**src/shared/e1_ctrl_pkg.sv**
```systemverilog
// constants for the e1 framer transmit/receive control block
package e1_ctrl_pkg;
	// register offsets
	localparam logic [7:0] ADDR_TRANSMIT_CONTROL   = 8'h11;
	localparam logic [7:0] ADDR_COMMON_CONTROL_ONE = 8'h12;
	// reset values (power-up contents unspecified; zero chosen)
	localparam logic [7:0] RST_TRANSMIT_CONTROL    = 8'h00;
	localparam logic [7:0] RST_COMMON_CONTROL_ONE  = 8'h00;
	// transmit_control fields
	localparam int TC_INTERNAL_SYNC_SELECT  = 7;
	localparam int TC_TS0_PASS_THROUGH      = 6;
	localparam int TC_AUTO_EBIT_ENABLE      = 5;
	localparam int TC_TX_UNFRAMED_ALL_ONES  = 4;
	localparam int TC_INTL_BIT_SOURCE       = 3;
	localparam int TC_TX_SIGNALLING_ALL_ONE = 2;
	localparam int TC_TX_SYNC_MODE          = 1;
	localparam int TC_TX_SYNC_DIRECTION     = 0;
	// common_control_one fields
	localparam int CC_FRAMER_LOOPBACK       = 7;
	localparam int CC_TX_LINE_CODE_ENABLE   = 6;
	localparam int CC_INSERT_BIT_ERROR      = 5;
	localparam int CC_TX_CHECKSUM_ENABLE    = 4;
	localparam int CC_RX_SIGNALLING_MODE    = 3;
	localparam int CC_RX_LINE_CODE_ENABLE   = 2;
	localparam int CC_PER_CHANNEL_LOOP_MODE = 1;
	localparam int CC_RX_CHECKSUM_ENABLE    = 0;
	// e1 frame geometry: 32 slots of 8 bits
	localparam int          FRAME_BITS      = 256;
	localparam logic [4:0]  SLOT_TS0        = 5'h00;
	localparam logic [4:0]  SLOT_TS16       = 5'h10;
	localparam logic [2:0]  BIT_SI          = 3'h0;
	localparam logic [2:0]  BIT_EBIT        = 3'h0;
	// transmit data fifo
	localparam int          FIFO_WIDTH      = 1;
	localparam int          FIFO_DEPTH      = 4;
endpackage

```
**src/core/e1_framer_tx_rx_control.sv**
```systemverilog
// e1 framer transmit/receive control registers and transmit data path
`timescale 1ns/1ps

// ----------------------------------------------------------------
// fifo
// ----------------------------------------------------------------
module e1_fifo #(
	parameter int WIDTH = 1,
	parameter int DEPTH = 4
) (
	input  wire logic             clock_in,
	input  wire logic             sys_rst_in,
	input  wire logic [WIDTH-1:0] wr_data_in,
	input  wire logic             wr_valid_in,
	output logic                  wr_ready_out,
	output logic      [WIDTH-1:0] rd_data_out,
	output logic                  rd_valid_out,
	input  wire logic             rd_ready_in
);
	localparam int AW = (DEPTH > 1) ? $clog2(DEPTH) : 1;
	logic [WIDTH-1:0] mem_reg [DEPTH];
	logic [AW-1:0]    wr_ptr_reg;
	logic [AW-1:0]    rd_ptr_reg;
	logic [AW:0]      count_reg;
	wire              push = wr_valid_in && wr_ready_out;
	wire              pop  = rd_valid_out && rd_ready_in;
	wire [AW-1:0]     last = AW'(DEPTH - 1);

	assign wr_ready_out = count_reg != (AW+1)'(DEPTH);
	assign rd_valid_out = count_reg != '0;
	assign rd_data_out  = mem_reg[rd_ptr_reg];

	always_ff @(posedge clock_in or posedge sys_rst_in) begin
		if (sys_rst_in) begin
			wr_ptr_reg <= '0;
			rd_ptr_reg <= '0;
			count_reg  <= '0;
		end else begin
			if (push)
				wr_ptr_reg <= (wr_ptr_reg == last) ? '0 : wr_ptr_reg + 1'b1;
			if (pop)
				rd_ptr_reg <= (rd_ptr_reg == last) ? '0 : rd_ptr_reg + 1'b1;
			if (push && !pop)
				count_reg <= count_reg + 1'b1;
			else if (pop && !push)
				count_reg <= count_reg - 1'b1;
		end
	end

	always_ff @(posedge clock_in) begin
		if (push)
			mem_reg[wr_ptr_reg] <= wr_data_in;
	end
endmodule

// ----------------------------------------------------------------
// top
// ----------------------------------------------------------------
module e1_framer_tx_rx_control (
	input  wire logic       clock_in,
	input  wire logic       sys_rst_in,
	// host register port
	input  wire logic [7:0] reg_addr_in,
	input  wire logic [7:0] reg_wdata_in,
	input  wire logic       reg_wr_in,
	input  wire logic       reg_rd_in,
	output logic      [7:0] reg_rdata_out,
	// backplane serial data and sync
	input  wire logic       tx_serial_input_in,
	input  wire logic       tx_serial_valid_in,
	output logic            tx_serial_ready_out,
	input  wire logic       tx_sync_pin_in,
	output logic            tx_sync_pin_out,
	output logic            tx_sync_pin_oe_out,
	// recovered receive timing
	input  wire logic       rx_frame_sync_in,
	input  wire logic       rx_multiframe_sync_in,
	// alignment register bits from the framer
	input  wire logic       align_bit_in,
	input  wire logic       ebit_auto_in,
	// line side
	output logic            tx_line_data_out,
	output logic            tx_line_valid_out,
	input  wire logic       tx_line_ready_in,
	// control levels to the rest of the framer
	output logic            tx_frame_sync_out,
	output logic            tx_sync_multiframe_out,
	output logic            framer_loopback_out,
	output logic            per_channel_local_out,
	output logic            cas_search_enable_out,
	output logic            tx_hdb3_enable_out,
	output logic            rx_hdb3_enable_out,
	output logic            tx_crc4_enable_out,
	output logic            rx_crc4_enable_out
);
	// ------------------------------------------------------------
	// integration notes
	// ------------------------------------------------------------
	// register contents are unknown on the real part at power-up;
	// here they clear to zero, so software must still write both
	// registers before relying on any mode.
	// control outputs lag a register write by one clock, which keeps
	// every control level that leaves the block glitch free.
	// the bit counter only advances on accepted bits, so a slow
	// backplane stretches the frame instead of slipping it.
	// the line side sees one fifo of depth four; a stall longer than
	// that pushes back on the backplane through the ready output.
	// si and pass-through are not cross-checked in hardware: the host
	// keeps pass-through clear while si is taken internally.

	// ------------------------------------------------------------
	// registers
	// ------------------------------------------------------------
	logic [7:0] transmit_control_reg;
	logic [7:0] common_control_one_reg;
	logic [7:0] rdata_reg;

	wire sel_tc = reg_addr_in == e1_ctrl_pkg::ADDR_TRANSMIT_CONTROL;
	wire sel_cc = reg_addr_in == e1_ctrl_pkg::ADDR_COMMON_CONTROL_ONE;
	wire [7:0] rd_mux = sel_tc ? transmit_control_reg :
		sel_cc ? common_control_one_reg : 8'h00;

	always_ff @(posedge clock_in or posedge sys_rst_in) begin
		if (sys_rst_in) begin
			transmit_control_reg   <= e1_ctrl_pkg::RST_TRANSMIT_CONTROL;
			common_control_one_reg <= e1_ctrl_pkg::RST_COMMON_CONTROL_ONE;
			rdata_reg              <= 8'h00;
		end else begin
			if (reg_wr_in && sel_tc)
				transmit_control_reg <= reg_wdata_in;
			if (reg_wr_in && sel_cc)
				common_control_one_reg <= reg_wdata_in;
			if (reg_rd_in)
				rdata_reg <= rd_mux;
		end
	end
	assign reg_rdata_out = rdata_reg;

	wire int_sync  = transmit_control_reg[e1_ctrl_pkg::TC_INTERNAL_SYNC_SELECT];
	wire pass_ts0  = transmit_control_reg[e1_ctrl_pkg::TC_TS0_PASS_THROUGH];
	wire auto_ebit = transmit_control_reg[e1_ctrl_pkg::TC_AUTO_EBIT_ENABLE];
	wire unf_ones  = transmit_control_reg[e1_ctrl_pkg::TC_TX_UNFRAMED_ALL_ONES];
	wire si_int    = transmit_control_reg[e1_ctrl_pkg::TC_INTL_BIT_SOURCE];
	wire ts16_ones = transmit_control_reg[e1_ctrl_pkg::TC_TX_SIGNALLING_ALL_ONE];
	wire sync_mf   = transmit_control_reg[e1_ctrl_pkg::TC_TX_SYNC_MODE];
	wire sync_out  = transmit_control_reg[e1_ctrl_pkg::TC_TX_SYNC_DIRECTION];
	wire ins_err   = common_control_one_reg[e1_ctrl_pkg::CC_INSERT_BIT_ERROR];

	// ------------------------------------------------------------
	// pin synchronisers
	// ------------------------------------------------------------
	logic [1:0] sync_pin_sr_reg;
	logic       sync_pin_last_reg;
	always_ff @(posedge clock_in or posedge sys_rst_in) begin
		if (sys_rst_in) begin
			sync_pin_sr_reg   <= 2'h0;
			sync_pin_last_reg <= 1'b0;
		end else begin
			sync_pin_sr_reg   <= {sync_pin_sr_reg[0], tx_sync_pin_in};
			sync_pin_last_reg <= sync_pin_sr_reg[1];
		end
	end
	wire pin_rise = sync_pin_sr_reg[1] && !sync_pin_last_reg;

	// ------------------------------------------------------------
	// sync selection
	// ------------------------------------------------------------
	// internal receive sync
	wire frame_sync_src = (int_sync && !sync_out) ? rx_frame_sync_in : pin_rise;
	wire frame_sync_sel = sync_out ? 1'b0 : frame_sync_src;

	// ------------------------------------------------------------
	// transmit bit counter
	// ------------------------------------------------------------
	logic [7:0] bit_cnt_reg;
	wire        bit_step = tx_serial_valid_in && tx_serial_ready_out;
	wire [4:0]  slot     = bit_cnt_reg[7:3];
	wire [2:0]  bit_in   = bit_cnt_reg[2:0];
	wire        in_ts0   = slot == e1_ctrl_pkg::SLOT_TS0;
	wire        in_ts16  = slot == e1_ctrl_pkg::SLOT_TS16;

	always_ff @(posedge clock_in or posedge sys_rst_in) begin
		if (sys_rst_in)
			bit_cnt_reg <= 8'h00;
		else if (frame_sync_sel)
			bit_cnt_reg <= 8'h00;
		else if (bit_step)
			bit_cnt_reg <= bit_cnt_reg + 8'h01;
	end

	// ------------------------------------------------------------
	// time slot zero position decode
	// ------------------------------------------------------------
	// shared by the si and e-bit selects, so both see one slot map
	function automatic logic ts0_pos(input logic [4:0] s, input logic [2:0] b,
		input logic [2:0] pos);
		return (s == e1_ctrl_pkg::SLOT_TS0) && (b == pos);
	endfunction

	// ------------------------------------------------------------
	// bit error insertion
	// ------------------------------------------------------------
	// the error rides on the first bit accepted after the arm pulse;
	// a stalled backplane simply delays it, it is never lost
	logic ins_err_last_reg;
	logic err_pending_reg;
	wire  err_arm  = ins_err && !ins_err_last_reg;
	wire  err_used = err_pending_reg && bit_step;
	always_ff @(posedge clock_in or posedge sys_rst_in) begin
		if (sys_rst_in) begin
			ins_err_last_reg <= 1'b0;
			err_pending_reg  <= 1'b0;
		end else begin
			ins_err_last_reg <= ins_err;
			err_pending_reg  <= err_arm | (err_pending_reg & !err_used);
		end
	end

	// ------------------------------------------------------------
	// transmit bit selection
	// ------------------------------------------------------------
	// si bit source
	wire si_bit   = ts0_pos(slot, bit_in, e1_ctrl_pkg::BIT_SI);
	wire si_value = si_int ? align_bit_in : tx_serial_input_in;
	// ts0 from registers or serial input
	wire ts0_val  = pass_ts0 ? tx_serial_input_in : align_bit_in;
	wire ebit_pos = auto_ebit && ts0_pos(slot, bit_in, e1_ctrl_pkg::BIT_EBIT);
	// e-bit wins over si: the e-bit shares the si position, so
	// giving si priority would leave the auto enable with no effect
	wire ts0_bit  = ebit_pos ? ebit_auto_in : (si_bit ? si_value : ts0_val);

	// ------------------------------------------------------------
	// slot merge
	// ------------------------------------------------------------
	// slot zero gets its own source, slot sixteen can be forced to ones, every other slot passes through
	wire framed   = in_ts0 ? ts0_bit : tx_serial_input_in;
	wire sig_bit  = (ts16_ones && in_ts16) ? 1'b1 : framed;

	// ------------------------------------------------------------
	// whole-frame overrides
	// ------------------------------------------------------------
	// unframed all ones
	// all ones also covers slot zero, so the far end loses alignment
	wire pre_err  = unf_ones ? 1'b1 : sig_bit;
	// error applied last so it shows even on an all-ones stream
	wire tx_bit   = pre_err ^ err_pending_reg;

	// ------------------------------------------------------------
	// line fifo
	// ------------------------------------------------------------
	logic fifo_data;
	logic fifo_valid;
	e1_fifo #(
		.WIDTH(e1_ctrl_pkg::FIFO_WIDTH),
		.DEPTH(e1_ctrl_pkg::FIFO_DEPTH)
	) u_fifo (
		.clock_in    (clock_in),
		.sys_rst_in  (sys_rst_in),
		.wr_data_in  (tx_bit),
		.wr_valid_in (tx_serial_valid_in),
		.wr_ready_out(tx_serial_ready_out),
		.rd_data_out (fifo_data),
		.rd_valid_out(fifo_valid),
		.rd_ready_in (tx_line_ready_in)
	);
	assign tx_line_data_out  = fifo_data;
	assign tx_line_valid_out = fifo_valid;

	// ------------------------------------------------------------
	// registered control outputs
	// ------------------------------------------------------------
	logic [10:0] ctl_reg;
	always_ff @(posedge clock_in or posedge sys_rst_in) begin
		if (sys_rst_in) begin
			ctl_reg <= 11'h000;
		end else begin
			ctl_reg[0]  <= int_sync ? rx_multiframe_sync_in : rx_frame_sync_in;
			ctl_reg[1]  <= sync_out;
			ctl_reg[2]  <= frame_sync_sel;
			ctl_reg[3]  <= sync_mf;
			ctl_reg[4]  <= common_control_one_reg[e1_ctrl_pkg::CC_FRAMER_LOOPBACK];
			ctl_reg[5]  <= common_control_one_reg[e1_ctrl_pkg::CC_PER_CHANNEL_LOOP_MODE];
			ctl_reg[6]  <= !common_control_one_reg[e1_ctrl_pkg::CC_RX_SIGNALLING_MODE];
			ctl_reg[7]  <= common_control_one_reg[e1_ctrl_pkg::CC_TX_LINE_CODE_ENABLE];
			ctl_reg[8]  <= common_control_one_reg[e1_ctrl_pkg::CC_RX_LINE_CODE_ENABLE];
			ctl_reg[9]  <= common_control_one_reg[e1_ctrl_pkg::CC_TX_CHECKSUM_ENABLE];
			ctl_reg[10] <= common_control_one_reg[e1_ctrl_pkg::CC_RX_CHECKSUM_ENABLE];
		end
	end
	// is host-side; the mux still lets si_int override the si bit
	assign tx_sync_pin_out        = ctl_reg[0];
	assign tx_sync_pin_oe_out     = ctl_reg[1];
	assign tx_frame_sync_out      = ctl_reg[2];
	assign tx_sync_multiframe_out = ctl_reg[3];
	assign framer_loopback_out    = ctl_reg[4];
	assign per_channel_local_out  = ctl_reg[5];
	assign cas_search_enable_out  = ctl_reg[6];
	assign tx_hdb3_enable_out     = ctl_reg[7];
	assign rx_hdb3_enable_out     = ctl_reg[8];
	assign tx_crc4_enable_out     = ctl_reg[9];
	assign rx_crc4_enable_out     = ctl_reg[10];
endmodule

```
**config.mk**
```make
export PLATFORM = sky130hd
export DESIGN_NAME = e1_framer_tx_rx_control
export DESIGN_NICKNAME = d
export VERILOG_FILES = /design/src/shared/e1_ctrl_pkg.sv /design/src/core/e1_framer_tx_rx_control.sv
export SDC_FILE = /design/constraint.sdc
export NUM_CORES = 1
export LEC_CHECK = 0
export ABC_AREA = 1
export BUFFER_PORTS_ARGS = -buffer_cell sky130_fd_sc_hd__buf_2
export CORE_ASPECT_RATIO = 1.4
export CORE_UTILIZATION = 62
export CTS_BUF_LIST = sky130_fd_sc_hd__clkbuf_8
export DETAILED_ROUTE_END_ITERATION = 8
export PLACE_DENSITY = 0.88
export SYNTH_ARGS = -nofsm -noshare
export SYNTH_HDL_FRONTEND = slang
export SYNTH_SLANG_ARGS = --single-unit
```
**constraint.sdc**
```tcl
create_clock -name clock_in -period 3.9 [get_ports clock_in]
set_clock_uncertainty 0.1 [all_clocks]
set_input_delay 0 -clock clock_in [delete_from_list [all_inputs] [get_ports clock_in]]
set_output_delay 0 -clock clock_in [all_outputs]
set_load 0.005 [all_outputs]
```
==> flow_summary_export.csv, run 1 <==
group,metric,value,unit
status,status,"finished, violations left",
status,violations,"DRC",
power_and_ir_drop,power,1.75,mW
timing,rsz0062_at_grt,"no",
timing,setup_viol,0,
clock_network,cts_max_level,3,
synth,ys_ff_latch,59,
synth,yosysSeqAreaShare,0.551,
min_path,hold_start,"reg_addr_in[6]",
finish,antenna_cells,0,
worst_setup_path,cp_common_cell,"inv_1",
timing,final_hold_viol_count,0,
synth,synth_top_area_cell,"dfrtp_1",
finish,most-common-layout-cells,"76 x nand2_1, 55 x dfrtp_1, 52 x inv_1",
synth,yosys_warnings,0,
die,num_io_pins,50,
synth,synth_top_family_by_area,"simple AND/OR/NAND/NOR gates",
worst_setup_path,reg2reg_slack,1.52,ns
place,gp_congestion,0.805,
finish,layout_commonest_cell,"nand2_1",
clock_network,numCtsBuffers,9,
drt,drt-total-wl,5720,um
worst_setup_path,cp-start-kind,"flop",
worst_setup_path,cp.required,4.02,ns
timing,maxSlewHeadroom,0.553,
worst_setup_path,path_cells,"inv_1, nand3_1, nand2_1, inv_1, ha_1, inv_1, fa_1, a21oi_1, o21ai_0, xor2_1",
synth,synthSimpleGateAreaFrac,0.223,
clock_network,clockRootBuffer,"clkbuf_8",
finish,finalInstanceArea,0.00332,mm2
clock_network,cts_tree,"built",
power_and_ir_drop,p_per_area,527,mW/mm2
worst_setup_path,cp-startpoint,"u_fifo.count_reg[0]",
power_and_ir_drop,max-vdd-ir-drop,0.000393,V
die,die_y,80.3,um
drt,routed_via_density,5.34,
worst_setup_path,cp-end-kind,"flop",
synth,synthAdderAreaFrac,0.0443,
synth,synth_xor_area_frac,0.00968,
drt,drcViolationCount,1,
synth,muxShareOfSynthArea,0.00415,
finish,seqCellArea,0.00150,mm2
synth,netlist_area,0.00271,mm2
clock_network,cts.sinks,59,
finish,nets,412,
die,rows,28,
timing,tns,0,ns
timing,finalCritPeriodShare,0.610,
worst_setup_path,cp_top_family,"adder cells",
timing,min_period,2.38,ns
finish,areaGrowthSynthToFinish,22.3,%
finish,largest_reg_flops,11,
place,place_hpwl,3610,um
place,dpl-instance-area,0.00299,mm2
grt,grt_pass1_vias,2212,
synth,syn_avg_cell_area,8.99,um2
worst_setup_path,crit_fanout,16,
synth,synth_cell_types,32,
die,core,0.00420,mm2
grt,grt_max_degree,56,
clock_network,cts_buffer_depth,2,
drt,first_pass_iters,6,
synth,synthTopCellsByArea,"dfrtp_1 51%, nand2_1 11%, inv_1 7.2%, edfxtp_1 4.4%, o21ai_0 4.1%",
clock_network,insertion_delay,0.34,ns
drt,drtIter0Drc,82,
place,io_buffers,49,
flow_run,drv_cap,0,
worst_setup_path,r2r-start,"u_fifo.count_reg[0]",
timing,worstMarginPinSlew,0.670,ns
worst_setup_path,cp.buffers_inverters,3,
drt,dr_total_vias,2264,
min_path,hold_class,"in2reg",
die,start_util,0.646,
synth,synthCells,302,
power_and_ir_drop,p_leak,1.81,nW
grt,grt_usage,0.277,
grt,grt.overflow.total,0,
synth,synth-compound-area-share,0.0830,
finish,fillers,276,
clock_network,clk_pin_slew,0.06,ns
grt,antenna_found_initial,0,
timing,finalMaxSlewViolations,0,
drt,wl_per_cell,13.5,um
worst_setup_path,max_stage_delay,0.40,ns
die,die_area,0.00465,mm2
drt,ant_nets,0,
worst_setup_path,arrival,2.50,ns
clock_network,cts_resized,0,
die,die_w,57.9,um
synth,yosysTopAreaCellShare,0.507,
synth,synth_nets,339,
timing,fmax,421,MHz
grt,grt_pass1_wl,9390,um
finish,drive_above_1_share,0.203,
finish,multiInputGateArea,987,um2
worst_setup_path,worstSetupPathType,"reg2reg",
worst_setup_path,slowest_stage,"dfrtp_1",
==> metal layers <==
metal | share of wire | vias to the layer above | track usage | wire length (um)
met5 | 0 | - | 0 | 0
met4 | 0.027 | 0 | 0.121 | 157
met3 | 0.042 | 13 | 0.0757 | 241
met2 | 0.54 | 56 | 0.506 | 3120
met1 | 0.39 | 1097 | 0.289 | 2210
li1 | - | 1098 | - | -
==> worst min-delay path, delay by kind of cell <==
kind | cells | cell delay, ns
AOI/OAI and AO/OA | 1 | 0.08
buffers and inverters | 1 | 0.10
and+or+nand+nor | 2 | 0.24
==> area by class of cell <==
cell class	instances	area share
Sequential cell	59	0.451
Multi-Input combinational cell	187	0.298
Timing Repair Buffer	66	0.124
Clock buffer	11	0.0456
Tap cell	45	0.0170
Clock inverter	4	0.00566
Inverter	52	0.0588
==> synth_stat cells (all sizes together) <==
cell type	instances
a21oi	9
a32oi	1
buf	3
clkbuf	1
dfrtp	55
edfxtp	4
fa	1
ha	8
inv	52
mux2	1
nand2	81
nand2b	1
nand3	21
nand3b	1
nand4	5
nor2	20
nor3	3
o211ai	1
o21ai	30
o22ai	1
xnor2	1
xor2	2
==> cells by family after synthesis <==
group,Yosys count
and+or+nand+nor,132
DFF,59
buffers and inverters,56
AOI/OAI and AO/OA,42
adders and majority gates,9
xor gates and xnor gates,3
muxes,1
==> through the flow <==
stage                     instances  setup WS (ns)  utilization  hold slack, ns
after floorplan                 302           1.72            -         -0.0686
after global placement          393           1.61        0.711          0.0101
after detailed placement        393           1.54        0.711          0.0130
after CTS                       424           1.54        0.789          0.0114
after global routing            424           1.29        0.789          0.0692
final                           424           1.52        0.789          0.0254
==> power by group <==
| group | switching [mW] | leakage, nW | internal (mW) |
|---|---|---|---|
| clock network | 0.227 | 0.0961 | 0.255 |
| logic | 0.272 | 1.02 | 0.182 |
| registers | 0.0863 | 0.701 | 0.726 |
| total | 0.584 | 1.81 | 1.16 |
==> final timing paths <==
kind | to | depth (start not counted)
worst max-delay path | u_fifo.count_reg[2] | 10
worst min-delay path | common_control_one_reg[7] | 4
worst max register to register | u_fifo.count_reg[2] | 10
worst min register to register | sync_pin_sr_reg[1] | 0
max in group asynchronous | err_pending_reg | 4
min in group asynchronous | common_control_one_reg[7] | 4
==> timing repair <==
action                    in CTS  in global routing
hold endpoints to repair      84                  0
hold buffers                  16                  0
setup buffers                  0                  0
Note: power is estimated with default switching activity, not from simulation.
==> inputs of run 2 (changes only) <==
Settings changed: CORE_UTILIZATION 62 to 57, PLACE_DENSITY 0.88 to 0.81.
Clock period 3.9 ns to 2.2 ns, I/O delays scaled along.
==> run 2 against run 1 <==
Against the previous run: the run now ends clean; cell count up 5.0%; core utilization decreased by 4.2 points; total power is 85% higher; critical endpoint unchanged; via count is 0.57% lower; flip-flop and latch count is the same; count of clock-buffer cells in the layout stayed put; critical path type unchanged; sequential power grew 77%; sequential share of layout area shrank 0.95 points; largest power group unchanged; critical path depth down 1; hold slack improved by 0.016 ns.
==> flow_summary_export.csv, run 2 (same netlist as run 1, synthesis figures left out) <==
group,metric,value,unit
status,status,"finished clean",
drt,drt-total-wl,5730,um
timing,tns,0,ns
die,num_io_pins,50,
min_path,hold_class,"in2reg",
drt,routed_via_density,5.06,
min_path,min_path_cells,4,
timing,rsz0062_at_grt,"no",
worst_setup_path,reg2reg_slack,0.19,ns
finish,seqCellArea,0.00150,mm2
finish,drive_above_1_share,0.206,
worst_setup_path,r2r_cells,9,
place,gp_congestion,0.808,
worst_setup_path,cp.required,2.31,ns
place,dp_cells,413,
clock_network,cts_tree,"built",
place,place_hpwl,4050,um
clock_network,cts_buffer_depth,2,
place,io_buffers,49,
drt,first_pass_iters,4,
finish,fillers,349,
die,die_y,83.6,um
min_path,hold_start,"reg_addr_in[7]",
timing,final_hold_viol_count,0,
clock_network,cts.sinks,59,
worst_setup_path,max_stage_delay,0.42,ns
worst_setup_path,cp-end-kind,"flop",
finish,multiInputGateArea,987,um2
worst_setup_path,path_cells,"inv_1, nand3_1, nand2_1, ha_1, inv_1, fa_1, a21oi_1, o21ai_0, xor2_1",
power_and_ir_drop,p_leak,1.85,nW
clock_network,cts_setup_buffers,0,
worst_setup_path,r2r-start,"u_fifo.count_reg[0]",
worst_setup_path,arrival,2.12,ns
worst_setup_path,slowest_stage,"dfrtp_1",
finish,antenna_cells,0,
finish,finalInstanceArea,0.00339,mm2
grt,grt_usage,0.265,
timing,fin_ws,0.187,ns
worst_setup_path,cp_top_family,"adder cells",
timing,min_period,2.01,ns
worst_setup_path,cp_common_cell,"inv_1",
power_and_ir_drop,max-vdd-ir-drop,0.000607,V
clock_network,numCtsBuffers,9,
die,die_w,60.3,um
flow_run,drv_cap,0,
drt,dr_total_vias,2251,
place,place_ws,0.181,ns
drt,drcViolationCount,0,
drt,drtIter0Drc,88,
min_path,worstHoldEndpoint,"common_control_one_reg[2]",
place,dpl-instance-area,0.00303,mm2
timing,fmax,497,MHz
worst_setup_path,cp.buffers_inverters,2,
clock_network,clockRootBuffer,"clkbuf_8",
worst_setup_path,rr_endpoint,"u_fifo.count_reg[2]",
grt,grt_pass1_wl,9640,um
finish,areaGrowthSynthToFinish,24.9,%
finish,largest_reg_flops,11,
timing,finalMaxSlewViolations,0,
finish,final_cells,445,
worst_setup_path,worstSetupPathType,"reg2reg",
drt,wl_per_cell,12.9,um
power_and_ir_drop,p_per_area,953,mW/mm2
worst_setup_path,crit_fanout,4,
worst_setup_path,cp-start-kind,"flop",
timing,finalCritPeriodShare,0.915,
clock_network,insertion_delay,0.34,ns
timing,worstMarginPinSlew,0.670,ns
die,die_area,0.00504,mm2
timing,setup_viol,0,
grt,antenna_found_initial,0,
die,rows,29,
finish,utilization,0.747,
finish,layout_commonest_cell,"nand2_1",
grt,grt.overflow.total,0,
grt,grt_max_degree,33,
timing,timing.hold.ws,0.0413,ns
finish,nets,415,
drt,ant_nets,0,
power_and_ir_drop,power,3.23,mW
die,start_util,0.598,
finish,most-common-layout-cells,"76 x nand2_1, 55 x dfrtp_1, 54 x inv_1",
clock_network,cts_max_level,3,
timing,maxSlewHeadroom,0.553,
die,core,0.00454,mm2
clock_network,clk_pin_slew,0.07,ns
grt,grt_pass1_vias,2297,
-- run 2: report_power, final --
| part | switching [mW] | internal (mW) | leakage (nW) |
|---|---|---|---|
| Sequential | 0.156 | 1.29 | 0.701 |
| Clock | 0.404 | 0.571 | 0.113 |
| Combinational | 0.479 | 0.333 | 1.03 |
| Total | 1.04 | 2.19 | 1.85 |
-- run 2: per-layer routing --
| metal | routed length (um) | vias up | global-route usage |
|---|---|---|---|
| li1 | - | 1104 | - |
| met1 | 2200 | 1078 | 0.286 |
| met2 | 3180 | 57 | 0.462 |
| met3 | 219 | 12 | 0.0791 |
| met4 | 127 | 0 | 0.110 |
| met5 | 0 | - | 0 |
-- run 2: how the worst max path moves through the flow --
stage | from | endpoint | slack [ns] | cells past startpoint
3_5_place_dp | u_fifo.count_reg[0] | u_fifo.count_reg[2] | 0.18 | 9
6_report | u_fifo.count_reg[0] | u_fifo.count_reg[2] | 0.19 | 9
2_1_floorplan | u_fifo.count_reg[0] | u_fifo.count_reg[2] | 0.02 | 11
3_3_place_gp | u_fifo.count_reg[0] | u_fifo.count_reg[2] | 0.30 | 9
4_1_cts | u_fifo.count_reg[0] | u_fifo.count_reg[2] | 0.17 | 9
5_1_grt | u_fifo.count_reg[1] | u_fifo.count_reg[2] | 0.04 | 9
-- run 2: what timing repair did --
| item | 4_1_cts | 5_1_grt |
|---|---|---|
| endpoints found under the hold margin | 59 | 0 |
| resized for setup | 0 | 0 |
| hold buffers | 16 | 0 |
-- run 2: final cells by class --
type	count	area share
inverters	52	0.0576
well taps	62	0.0229
clock inverters	5	0.0137
clock buffers	11	0.0447
multi-input cells	187	0.291
repair buffers	69	0.128
flip-flops and latches	59	0.441
-- run 2: worst reg2reg max path: stages (launching register included) --
cell	delay [ns]
dfrtp_1	0.42
inv_1	0.10
nand3_1	0.10
nand2_1	0.15
ha_1	0.18
inv_1	0.07
fa_1	0.38
a21oi_1	0.14
o21ai_0	0.11
xor2_1	0.16
==> inputs of run 3 (changes only) <==
Settings changed: CORE_ASPECT_RATIO 1.4 to 1.2.
==> run 3 against run 2 <==
Against the previous run: global-route usage down 2.2 points; critical path depth up 1; maximum frequency up 2.1%; count of clock-buffer cells in the layout down 1; non-clock buffer count down 1; die area about the same; via count down 1.2%; setup slack better by 0.042 ns; hold slack worse by 0.0092 ns; wire length down 6.0%; total power down 5.8%; sequential share of layout area up 0.66 points; largest power group unchanged; highest routed layer unchanged.
==> flow_summary_export.csv, run 3 (same netlist as run 1, synthesis figures left out) <==
group,metric,value,unit
status,status,"finished clean",
clock_network,cts_setup_buffers,0,
worst_setup_path,cp-start-kind,"flop",
clock_network,cts.sinks,59,
clock_network,cts_max_level,3,
clock_network,insertion_delay,0.33,ns
flow_run,drv_cap,0,
worst_setup_path,cp-end-kind,"flop",
worst_setup_path,worstSetupPathType,"reg2reg",
place,dp_cells,408,
place,place_hpwl,3640,um
drt,routed_via_density,5.06,
worst_setup_path,cp.required,2.31,ns
timing,setup_viol,0,
grt,grt_max_degree,56,
place,gp_congestion,0.832,
clock_network,holdBufCountCts,16,
finish,layout_commonest_cell,"nand2_1",
timing,finalCritPeriodShare,0.896,
finish,antenna_cells,0,
min_path,hold_class,"in2reg",
finish,nets,414,
drt,drcViolationCount,0,
grt,grt_pass1_vias,2035,
clock_network,clockRootBuffer,"clkbuf_8",
clock_network,cts_buffer_depth,2,
timing,min_period,1.97,ns
clock_network,cts_resized,0,
power_and_ir_drop,max-vdd-ir-drop,0.000563,V
die,core,0.00459,mm2
worst_setup_path,reg2reg_slack,0.23,ns
timing,maxSlewHeadroom,0.564,
drt,drt-total-wl,5380,um
timing,rsz0062_at_grt,"no",
die,die_w,65.0,um
finish,areaGrowthSynthToFinish,23.1,%
timing,worstMarginPinSlew,0.654,ns
drt,drtIter0Drc,113,
timing,final_hold_viol_count,0,
die,rows,27,
clock_network,cts_tree,"built",
clock_network,clk_pin_slew,0.06,ns
grt,antenna_found_initial,0,
finish,final_cells,439,
timing,tns,0,ns
grt,grt_usage,0.243,
timing,finalMaxSlewViolations,0,
grt,grt_pass1_wl,8900,um
finish,largest_reg_flops,11,
finish,drive_above_1_share,0.205,
drt,dr_total_vias,2223,
drt,first_pass_iters,4,
clock_network,numCtsBuffers,9,
timing,fmax,507,MHz
worst_setup_path,crit_fanout,3,
power_and_ir_drop,p_leak,1.82,nW
die,die_area,0.00504,mm2
finish,most-common-layout-cells,"76 x nand2_1, 55 x dfrtp_1, 53 x inv_1",
drt,ant_nets,0,
die,start_util,0.591,
die,die_y,77.6,um
power_and_ir_drop,p_per_area,911,mW/mm2
drt,wl_per_cell,12.3,um
grt,grt.overflow.total,0,
finish,fillers,351,
worst_setup_path,arrival,2.08,ns
place,io_buffers,49,
die,num_io_pins,50,
-- run 3: cell count changes in the layout (fill, tap and decap cells not counted), sizes merged --
cell,before,now
buf,53,52
bufinv,1,0
clkbuf,11,10
clkinv,1,3
inv,55,54
-- run 3: per-layer routing --
metal | vias up | share of wire | track usage
met3 | 11 | 0.039 | 0.0838
met5 | - | 0 | 0
li1 | 1109 | - | -
met1 | 1054 | 0.43 | 0.279
met2 | 49 | 0.51 | 0.407
met4 | 0 | 0.022 | 0.102
-- run 3: path summary, 6_finish.rpt --
check,start,endpoint,cells after the start
setup / recovery,u_fifo.count_reg[0],u_fifo.count_reg[2],10
hold / removal,reg_addr_in[7],common_control_one_reg[2],4
setup reg to reg,u_fifo.count_reg[0],u_fifo.count_reg[2],10
hold reg to reg,sync_pin_sr_reg[0],sync_pin_sr_reg[1],0
max in group asynchronous,sys_rst_in,reg_rdata_out[2],4
min in group asynchronous,sys_rst_in,bit_cnt_reg[6],4
-- run 3: through the flow --
step                       util  cell area (um2)  total power [mW]  setup WS [ns]  hold WS, ns
after floorplan               -             2710              2.00         0.0155      -0.0686
after global placement    0.657             3020              2.18          0.310      0.00876
after detailed placement  0.657             3020              2.23          0.239       0.0101
after CTS                 0.727             3340              3.07          0.228       0.0174
after global routing      0.727             3340              3.27         0.0742       0.0377
final                     0.727             3340              3.04          0.229       0.0321
-- run 3: critical path, cell delays in order (launching register included) --
cell and delay [ns]:
dfrtp_1 0.41, inv_1 0.08, nand3_1 0.09, nand2_1 0.09
inv_1 0.09, ha_1 0.15, inv_1 0.07, fa_1 0.38
a21oi_1 0.14, o21ai_0 0.11, xor2_1 0.15
-- run 3: power breakdown --
group / total, mW / switching, mW / internal (mW)
clock: 0.811 / 0.393 / 0.418
sequential: 1.44 / 0.152 / 1.29
combinational: 0.794 / 0.465 / 0.329
-- run 3: layout make-up --
| class | count | area [um2] | share of cell area |
|---|---|---|---|
| clock buffers | 10 | 138 | 0.0412 |
| inverters | 52 | 195 | 0.0584 |
| multi-input cells | 187 | 987 | 0.296 |
| well taps | 58 | 72.6 | 0.0217 |
| clock inverters | 5 | 22.5 | 0.00674 |
| flip-flops and latches | 59 | 1500 | 0.448 |
| repair buffers | 68 | 428 | 0.128 |
